**src/txc_pkg.sv**
```systemverilog
// Package of shared constants for the transmit client FIFO interface
package txc_pkg;
  localparam int DATA_W        = 8;
  localparam int PAUSE_W       = 16;
  localparam int STAT_W        = 31;
  localparam int CNT_W         = 14;
  localparam int CNT_LSB       = 8;
  localparam int BIT_CTRL      = 0;
  localparam int BIT_URUN      = 5;
  localparam int BIT_PAUSE     = 6;
  localparam int BIT_DEFER     = 22;
  localparam int BIT_XDEFER    = 23;
  localparam int BIT_LATECOL   = 24;
  localparam int BIT_XCOL      = 25;
  localparam int START_DLY     = 4;
  localparam int PAUSE_LEN     = 60;
  localparam logic [7:0] RESET_BYTE = 8'h00;
endpackage : txc_pkg

```
**src/txc_if.sv**
```systemverilog
// Interface joining the MAC transmit side and the client FIFO side
interface txc_if
(
  input wire logic clk_sys,
  input wire logic srst
);
  logic        txmac_clk_en;
  logic [7:0]  fifo_data;
  logic        fifo_avail;
  logic        fifo_eof;
  logic        fifo_empty;
  logic [15:0] pause_time;
  logic        pause_req;
  logic        fifo_ctrl;
  logic        mac_read;
  logic        stat_en;
  logic [30:0] stat_vec;
  logic        tx_done;
  logic        tx_discard;

  modport mac
  (
    input  clk_sys, srst, txmac_clk_en, fifo_data, fifo_avail, fifo_eof, fifo_empty,
           pause_time, pause_req, fifo_ctrl,
    output mac_read, stat_en, stat_vec, tx_done, tx_discard
  );
  modport client
  (
    input  clk_sys, srst, mac_read, stat_en, stat_vec, tx_done, tx_discard,
    output txmac_clk_en, fifo_data, fifo_avail, fifo_eof, fifo_empty,
           pause_time, pause_req, fifo_ctrl
  );
endinterface : txc_if

```
**src/txc_mac.sv**
```systemverilog
// MAC end: transmit client interface reading the client FIFO
module txc_mac
(
  txc_if.mac              lnk,
  input wire logic        late_col,
  input wire logic        excess_col,
  input wire logic        mode_gbit,
  output logic [7:0]      net_data,
  output logic            net_en,
  output logic            net_err,
  output logic [15:0]     pause_sent
);
  typedef enum logic [2:0]
  {
    ST_IDLE  = 3'b000,
    ST_DELAY = 3'b001,
    ST_READ  = 3'b010,
    ST_PAUSE = 3'b011,
    ST_END   = 3'b100
  } txc_state_t;

  txc_state_t   state_reg;
  logic [7:0]   dly_reg;
  logic [13:0]  cnt_reg;
  logic         rd_reg;
  logic         vld_reg;
  logic         urun_reg;
  logic         ctrl_reg;
  logic         pause_reg;
  logic         lcol_reg;
  logic         xcol_reg;
  logic         ce;

  assign ce = lnk.txmac_clk_en;

  // Read request straight from its register
  assign lnk.mac_read = rd_reg;

  // ----------------------------------------------------------------
  // Helper functions
  // ----------------------------------------------------------------
  // Under-run: FIFO empty mid-frame, no read outstanding
  function automatic logic urun_hit
  (
    input logic        rd,
    input logic        empty,
    input logic [13:0] cnt
  );
    return !rd && empty && cnt != 14'h0000;
  endfunction : urun_hit

  // Frame ends in error: under-run or a collision
  function automatic logic frame_bad
  (
    input logic urun,
    input logic lcol,
    input logic xcol
  );
    return urun || lcol || xcol;
  endfunction : frame_bad

  // Statistics word for the frame just ended
  function automatic logic [30:0] stat_word
  (
    input logic        ctrl,
    input logic        urun,
    input logic        paused,
    input logic [13:0] cnt,
    input logic        lcol,
    input logic        xcol
  );
    logic [30:0] w;
    w = '0;
    w[txc_pkg::BIT_CTRL]                  = ctrl;
    w[txc_pkg::BIT_URUN]                  = urun;
    w[txc_pkg::BIT_PAUSE]                 = paused;
    w[txc_pkg::CNT_LSB +: txc_pkg::CNT_W] = cnt;
    w[txc_pkg::BIT_LATECOL]               = lcol;
    w[txc_pkg::BIT_XCOL]                  = xcol;
    return w;
  endfunction : stat_word

  // ----------------------------------------------------------------
  // Frame sequencer
  // ----------------------------------------------------------------
  always_ff @(posedge lnk.clk_sys)
  begin
    if (lnk.srst)
    begin
      state_reg <= ST_IDLE;
      dly_reg   <= 8'h00;
      cnt_reg   <= 14'h0000;
      rd_reg    <= 1'b0;
      urun_reg  <= 1'b0;
      ctrl_reg  <= 1'b0;
      vld_reg   <= 1'b0;
      pause_reg <= 1'b0;
      lcol_reg  <= 1'b0;
      xcol_reg  <= 1'b0;
      pause_sent <= 16'h0000;
    end
    else if (ce)
    begin
      unique case (state_reg)
        ST_IDLE:
        begin
          cnt_reg  <= 14'h0000;
          urun_reg <= 1'b0;
          lcol_reg <= 1'b0;
          xcol_reg <= 1'b0;
          rd_reg   <= 1'b0;
          vld_reg  <= 1'b0;
          dly_reg  <= 8'h00;
          pause_reg <= lnk.pause_req;
          if (lnk.pause_req)
          begin
            pause_sent <= lnk.pause_time;
            state_reg  <= ST_PAUSE;
          end
          else if (lnk.fifo_avail)
          begin
            ctrl_reg  <= lnk.fifo_ctrl;
            state_reg <= ST_DELAY;
          end
        end
        ST_DELAY:
        begin
          dly_reg <= dly_reg + 8'h01;
          if (dly_reg == 8'(txc_pkg::START_DLY - 1))
            state_reg <= ST_READ;
        end
        ST_READ:
        begin
          // request this cycle, byte valid next cycle
          // A byte queued right behind an end byte is popped once
          rd_reg  <= !lnk.fifo_empty && !(vld_reg && lnk.fifo_eof);
          vld_reg <= rd_reg && !lnk.fifo_empty;
          if (vld_reg)
          begin
            cnt_reg  <= cnt_reg + 14'h0001;
            lcol_reg <= lcol_reg | (!mode_gbit && late_col);
            xcol_reg <= xcol_reg | (!mode_gbit && excess_col);
            if (lnk.fifo_eof)
            begin
              rd_reg    <= 1'b0;
              vld_reg   <= 1'b0;
              state_reg <= ST_END;
            end
          end
          else if (urun_hit(rd_reg, lnk.fifo_empty, cnt_reg))
          begin
            urun_reg  <= 1'b1;
            state_reg <= ST_END;
          end
        end
        ST_PAUSE:
        begin
          dly_reg <= dly_reg + 8'h01;
          if (dly_reg == 8'(txc_pkg::PAUSE_LEN - 1))
            state_reg <= ST_END;
        end
        ST_END:
          state_reg <= ST_IDLE;
        default:
          state_reg <= ST_IDLE;
      endcase
    end
  end

  // ----------------------------------------------------------------
  // Network side
  // ----------------------------------------------------------------
  always_ff @(posedge lnk.clk_sys)
  begin
    if (lnk.srst)
    begin
      net_data <= txc_pkg::RESET_BYTE;
      net_en   <= 1'b0;
      net_err  <= 1'b0;
    end
    else if (ce)
    begin
      net_en   <= state_reg == ST_READ && vld_reg;
      net_data <= lnk.fifo_data;
      net_err  <= state_reg == ST_READ && urun_hit(rd_reg, lnk.fifo_empty, cnt_reg);
    end
  end

  // ----------------------------------------------------------------
  // Status report at frame end
  // ----------------------------------------------------------------
  always_ff @(posedge lnk.clk_sys)
  begin
    if (lnk.srst)
    begin
      lnk.stat_en    <= 1'b0;
      lnk.stat_vec   <= 31'h00000000;
      lnk.tx_done    <= 1'b0;
      lnk.tx_discard <= 1'b0;
    end
    else
    begin
      // Strobes stand one clock even when the enable is slow
      lnk.stat_en    <= ce && state_reg == ST_END;
      lnk.tx_done    <= ce && state_reg == ST_END && !frame_bad(urun_reg, lcol_reg, xcol_reg);
      lnk.tx_discard <= ce && state_reg == ST_END && frame_bad(urun_reg, lcol_reg, xcol_reg);
      if (ce && state_reg == ST_END)
        lnk.stat_vec <= stat_word(ctrl_reg, urun_reg, pause_reg, cnt_reg, lcol_reg, xcol_reg);
    end
  end
endmodule : txc_mac

```
**src/flat_wrapper.sv**
```systemverilog
// flat-port wrapper written by rule: the top's interface ports become plain ports
module txc_mac_flat 
  (late_col, excess_col, mode_gbit, net_data, net_en, net_err, pause_sent, clk_sys, srst, lnk_txmac_clk_en, lnk_fifo_data, lnk_fifo_avail, lnk_fifo_eof, lnk_fifo_empty, lnk_pause_time, lnk_pause_req, lnk_fifo_ctrl, lnk_mac_read, lnk_stat_en, lnk_stat_vec, lnk_tx_done, lnk_tx_discard);
  txc_if lnk_i (.clk_sys(clk_sys), .srst(srst));
  input wire logic late_col;
  input wire logic excess_col;
  input wire logic mode_gbit;
  output logic [7:0] net_data;
  output logic net_en;
  output logic net_err;
  output logic [15:0] pause_sent;
  input wire logic clk_sys;
  input wire logic srst;
  input wire logic [$bits(lnk_i.txmac_clk_en)-1:0] lnk_txmac_clk_en;
  input wire logic [$bits(lnk_i.fifo_data)-1:0] lnk_fifo_data;
  input wire logic [$bits(lnk_i.fifo_avail)-1:0] lnk_fifo_avail;
  input wire logic [$bits(lnk_i.fifo_eof)-1:0] lnk_fifo_eof;
  input wire logic [$bits(lnk_i.fifo_empty)-1:0] lnk_fifo_empty;
  input wire logic [$bits(lnk_i.pause_time)-1:0] lnk_pause_time;
  input wire logic [$bits(lnk_i.pause_req)-1:0] lnk_pause_req;
  input wire logic [$bits(lnk_i.fifo_ctrl)-1:0] lnk_fifo_ctrl;
  output wire logic [$bits(lnk_i.mac_read)-1:0] lnk_mac_read;
  output wire logic [$bits(lnk_i.stat_en)-1:0] lnk_stat_en;
  output wire logic [$bits(lnk_i.stat_vec)-1:0] lnk_stat_vec;
  output wire logic [$bits(lnk_i.tx_done)-1:0] lnk_tx_done;
  output wire logic [$bits(lnk_i.tx_discard)-1:0] lnk_tx_discard;
  assign lnk_i.txmac_clk_en = lnk_txmac_clk_en;
  assign lnk_i.fifo_data = lnk_fifo_data;
  assign lnk_i.fifo_avail = lnk_fifo_avail;
  assign lnk_i.fifo_eof = lnk_fifo_eof;
  assign lnk_i.fifo_empty = lnk_fifo_empty;
  assign lnk_i.pause_time = lnk_pause_time;
  assign lnk_i.pause_req = lnk_pause_req;
  assign lnk_i.fifo_ctrl = lnk_fifo_ctrl;
  assign lnk_mac_read = lnk_i.mac_read;
  assign lnk_stat_en = lnk_i.stat_en;
  assign lnk_stat_vec = lnk_i.stat_vec;
  assign lnk_tx_done = lnk_i.tx_done;
  assign lnk_tx_discard = lnk_i.tx_discard;
  txc_mac u_core (.lnk(lnk_i), .late_col(late_col), .excess_col(excess_col), .mode_gbit(mode_gbit), .net_data(net_data), .net_en(net_en), .net_err(net_err), .pause_sent(pause_sent));
endmodule
```
**config.mk**
```make
export PLATFORM = sky130hd
export DESIGN_NAME = txc_mac_flat
export DESIGN_NICKNAME = d
export VERILOG_FILES = /design/src/txc_pkg.sv /design/src/txc_if.sv /design/src/txc_mac.sv /design/src/flat_wrapper.sv
export SDC_FILE = /design/constraint.sdc
export NUM_CORES = 1
export LEC_CHECK = 0
export ABC_AREA = 0
export BUFFER_PORTS_ARGS = -buffer_cell sky130_fd_sc_hd__buf_2
export CAP_MARGIN = 20
export CORE_MARGIN = 3
export CORE_UTILIZATION = 50
export CTS_BUF_LIST = sky130_fd_sc_hd__clkbuf_4 sky130_fd_sc_hd__clkbuf_8 sky130_fd_sc_hd__clkbuf_16
export DETAILED_ROUTE_END_ITERATION = 7
export PLACE_DENSITY_LB_ADDON = 0.25
export SLEW_MARGIN = 25
export SYNTH_ARGS = -nofsm -noshare
export SYNTH_HDL_FRONTEND = slang
export SYNTH_SLANG_ARGS = --single-unit
```
**constraint.sdc**
```tcl
create_clock -name clk_sys -period 2.4 [get_ports clk_sys]
set_input_delay 0.36 -clock clk_sys [delete_from_list [all_inputs] [get_ports clk_sys]]
set_output_delay 0.36 -clock clk_sys [all_outputs]
set_load 0.005 [all_outputs]
```
# After elaboration in Yosys (flattened, before gate mapping)

Cells that the tools add are included.
W data, S select, Z words.

Flip-flop bits (word level): 80
Input bits: 35
Output and inout bits: 61
Logic and storage cells: 93

Add/sub/neg operators: 2
Equality and inequality tests: 14
Muxes and demuxes: 24
Bitwise operators: 3
Reduce and logical (&&, ||, !) cells: 32

Operators by type and width:

| cell                    | number |
|---|---|
| $pmux W14 S2            | 1 |
| $mux W3                 | 7 |
| $pmux W8 S2             | 1 |
| $add A14 B1 Y14 const B | 1 |
| $mux W14                | 1 |
| $reduce_bool A14 Y1     | 1 |
| $logic_and A1 B1 Y1     | 12 |
| $pmux W3 S4             | 1 |
| $pmux W1 S2             | 5 |
| $add A8 B1 Y8 const B   | 1 |
| $eq A8 B2 Y1 const B    | 1 |
| $eq A8 B6 Y1 const B    | 1 |
| $mux W1                 | 8 |
| $ne A2 B1 Y1 const B    | 4 |
| $reduce_and A4 Y1       | 2 |
| $eq A3 B2 Y1 const B    | 2 |
| $ne A3 B3 Y1 const B    | 2 |
| $reduce_and A2 Y1       | 3 |
| $reduce_and A3 Y1       | 2 |
| $reduce_and A6 Y1       | 1 |
| $logic_not A1 Y1        | 5 |
| $reduce_bool A2 Y1      | 2 |
| $eq A3 B1 Y1 const B    | 1 |
| $eq A3 B3 Y1 const B    | 1 |
| 7 further kinds         | 9 |

# Logic depth before layout (Yosys ltp)

Word-level depth: 6
Depth in mapped cells: 8
Mapped depth without buffers: 7

# Worst setup path after synthesis

OpenSTA, ideal clock, no wires.

Path type: input port to flip-flop
Start: in lnk_txmac_clk_en
End: reg u_core.cnt_reg[8]
Library setup time: 0.071 ns
Data arrival time: 2.033 ns
Required time: 2.329 ns
Slack: 0.296 ns
Stages: 7
Path buffers: 3
Path through: buf_4 or3b_1 buf_2 or4_4 buf_6 or3_1 a21oi_1

Longest elaborated chain between the ends: 1

Ends and longest elaborated chain:

| element                     | line               | text |
|---|---|---|
| start, declared             | flat_wrapper.sv:14 | `input wire logic [$bits(lnk_i.txmac_clk_en)-1:0] lnk_txmac_clk_en;` |
| $reduce_and A3 Y1 (no line) | -                  |  |
| end signal, assigned        | txc_mac.sv:140     | `cnt_reg <= cnt_reg + 14'h0001;` |
| end, declared               | txc_mac.sv:24      | `logic [13:0] cnt_reg;` |

Every way passes these cells.
A chain may end at the register's enable or synchronous reset.

# Worst setup path in the final report

Start: reg u_core.dly_reg[0]
End: reg u_core.state_reg[0]

Longest elaborated chain between the ends: 3
Elaborated cells on any way between the ends: 5
Those cells by class: 4 x eq/ne; 1 x reduce/logical

Ends and longest elaborated chain:

| element                                      | line                           | text |
|---|---|---|
| start, declared                              | txc_mac.sv:23                  | `logic [7:0] dly_reg;` |
| start signal, assigned                       | txc_mac.sv:128                 | `dly_reg <= dly_reg + 8'h01;` |
| start signal, assigned                       | txc_mac.sv:158                 | `dly_reg <= dly_reg + 8'h01;` |
| $eq A8 B6 Y1 or $eq A8 B2 Y1 (tied branches) | txc_mac.sv:159, txc_mac.sv:129 |  |
| $ne A2 B1 Y1 (no line)                       | -                              |  |
| $reduce_and A6 Y1 (no line) (*)              | -                              |  |
| end signal, assigned                         | txc_mac.sv:160                 | `state_reg <= ST_END;` |
| end signal, assigned                         | txc_mac.sv:163                 | `state_reg <= ST_IDLE;` |
| end signal, assigned                         | txc_mac.sv:165                 | `state_reg <= ST_IDLE;` |
| end, declared                                | txc_mac.sv:22                  | `txc_state_t state_reg;` |

Every way passes the cells marked *; elsewhere a longest branch is shown, timed or not.

==> reports/results.ini <==
[status]
outcome = finished clean

[pwr]
ir_drop_uv = 434
total_power_mw = 2.71
pwr_density_cell_nw_per_um2 = 685
internal_power_mw = 2.00
p_switching_mw = 0.708
p_leak_nw = 1.67
seq_power_share = 0.520
p_clk_frac = 0.375
p_comb_frac = 0.106
switching_share = 0.261

[setup_path]
critPathSlowestCell = or4b_2
critPathKind = flip-flop to flip-flop
rr_startpoint = u_core.dly_reg[0]$_SDFFE_PP0P_
required_ns = 2.67
cp_common_cell = a21oi_1
end_kind = flip-flop
critPathLaunchType = flip-flop
crit_start = u_core.dly_reg[0]$_SDFFE_PP0P_
crit_fanout = 5
worstPathArrival_ns = 2.29
worstPathCellList = ha_1 -> or4b_2 -> a21oi_1 -> o2111a_1 -> nand3_1 -> a21oi_1
slowest_delay_ns = 0.59
rrSetupSlack_ns = 0.38

[place]
dpl.hpwl_mm = 5.32
port_buffers = 83
gp_congestion = 0.826

[worst_hold_path]
hp-start = lnk_pause_time[11]
min_path_type = input port to flip-flop

[run]
max_cap_viol_count = 0

[timing]
tns_ns = 0
rsz0062_at_grt = false
fin_crit_sh = 0.842
fmax_mhz = 495
tightest_slew_ns = 0.562
slew_headroom = 0.625
hold_viol_final = 0
drv_slew = 0
fin_skew_ns = 0.00581
setup_viol_count_final = 0
period_needed_ns = 2.02

[synth]
ys_warn_count = 0
yosysSeqAreaShare = 0.485
syn_area_per_cell_um2 = 8.34
synth_edf_count = 0
synth_seq_cells = 80
synth_cells = 396
synth_area_um2 = 3300
async_reset_ff_frac = 0
synth_ff_type = dfxtp_1
yosys.cell_types.count = 46

[floorplan]
chipWidth_um = 87.3
io_pins = 96
core.rowCount = 28
coreArea_um2 = 6170
dieArea_um2 = 7620
die_h_um = 87.3
start_util = 0.536

[cts]
cts-root-buf = clkbuf_8
cts_made_buffers = 9
postCtsSetupRepairBufs = 0
clk_pin_slew_ns = 0.08
clock_path_buffers = 2
cts_hold_buf = 0
cts-htree-levels = 3
clk_latency_ns = 0.35
cts_tree = built
cts_sinks = 80
cts_resized = 0

[cells_and_area]
largest_register_ffs = 19
syn_to_final_growth_pct = 19.9
fin_nets = 515
fin_util = 0.642
final-seq-area_um2 = 1600
n_fill_cell = 538
multi_input_area_um2 = 1540
layout-drive-gt1-share = 0.247
antennaDiodeCount = 0

[global_route]
antenna_found_initial = 0
grt_max_degree = 35
grt_pass1_wl_mm = 12.2
busiest_layer = met2
grt.met1_usage = 0.246
globalRouteMet3Util = 0.0435
grt-ovfl-total = 0
track_usage = 0.203
grt_use_met2 = 0.340
grt_pass1_vias = 2694

[routing]
ant_nets = 0
num_vias = 2851
drcViolationCount = 0
drt_first_pass_iters = 4
wl_per_cell_um = 13.4
wirelength_mm = 7.49
drt-initial-drc-count = 139
vias_per_cell = 5.12

## stage by stage
stage               area (um^2)  setup WS, ns  instances  hold slack (ns)
floorplan                  3340         0.296        407            0.431
global placement           3750         0.464        541            0.438
detailed placement         3750         0.403        541            0.445
CTS                        3960         0.389        557            0.229
global route               3960         0.241        557            0.228
finish                     3960         0.379        557            0.242
## path summary, 6_finish.rpt
path | cells after the start | end
setup / recovery | 6 | u_core.state_reg[0]$_SDFFE_PP0P_
hold / removal | 3 | u_core.pause_sent[11]$_SDFFE_PP0P_
setup reg to reg | 6 | u_core.state_reg[0]$_SDFFE_PP0P_
hold reg to reg | 2 | u_core.pause_sent[12]$_SDFFE_PP0P_
## power groups by stage
stage	combinational [mW]	sequential, mW	clock [mW]
detailed placement	0.286	1.44	0
CTS	0.287	1.41	1.03
finish	0.286	1.41	1.02
floorplan	0.199	1.42	0
global placement	0.281	1.44	0
global route	0.320	1.42	1.10
## logic make-up after synthesis
group / after synthesis / synth area share
buffers and inverters: 40 / 0.0629
xor gates and xnor gates: 16 / 0.0424
and+or+nand+nor: 182 / 0.262
DFF: 80 / 0.485
adders and majority gates: 3 / 0.0114
AOI/OAI and AO/OA: 65 / 0.108
other: 1 / 0.00114
muxes: 9 / 0.0273
## cells in the final DEF (no fill, tap or decap), drive strengths merged, types with 3 or more instances in the layout
| cell | n |
|---|---|
| o21ai | 4 |
| a21oi | 53 |
| clkbuf | 10 |
| nor2 | 36 |
| ha | 3 |
| nand4 | 9 |
| or3 | 3 |
| mux2i | 9 |
| nand3 | 9 |
| buf | 94 |
| nor2b | 4 |
| nand2 | 87 |
| conb | 12 |
| nand2b | 4 |
| inv | 6 |
| xnor2 | 5 |
| xor2 | 11 |
| dfxtp | 80 |
| and3 | 5 |
| nor3 | 6 |
## final cells by class
cell class | count | area share
sequential | 80 | 0.405
multi-input combinational | 287 | 0.389
timing repair buffer | 94 | 0.126
clock buffer | 10 | 0.0348
inverter | 5 | 0.00474
clock inverter | 6 | 0.0171
tap | 75 | 0.0237
## metal layers
metal	part of all wire	vias up
met3	0.059	9
met2	0.48	83
met5	0	-
met1	0.44	1302
li1	-	1457
met4	0.015	0
## cell usage after synthesis, types with 2 or more instances
cell,n,area (um^2)
nor4b_1,2,17.5
nand3b_1,2,15.0
nand4_1,9,56.3
nor3_1,4,20.0
o2111ai_1,2,17.5
a21oi_1,53,265
o21ai_0,4,20.0
nand4b_1,2,17.5
dfxtp_1,80,1600
nor2b_1,4,25.0
and2_1,2,12.5
nand2_1,87,327
and3_1,5,31.3
clkbuf_1,19,71.3
ha_1,3,37.5
xor2_1,11,96.3
xnor2_1,5,43.8
nand2b_1,4,25.0
mux2i_1,9,90.1
nor2_1,36,135
inv_1,5,18.8
nand3_1,9,45.0
or3_1,3,18.8
nor3_2,2,20.0
buf_4,13,97.6
## critical path: cells and delay by family, from the launching register on
family | cells | cell delay [ns]
AND/OR/NAND/NOR | 2 | 0.68
adder cells (fa/ha/maj) | 1 | 0.23
AO/OA/AOI/OAI | 3 | 0.65
flip-flops | 1 | 0.38
Power figures use the tool's default switching activity.
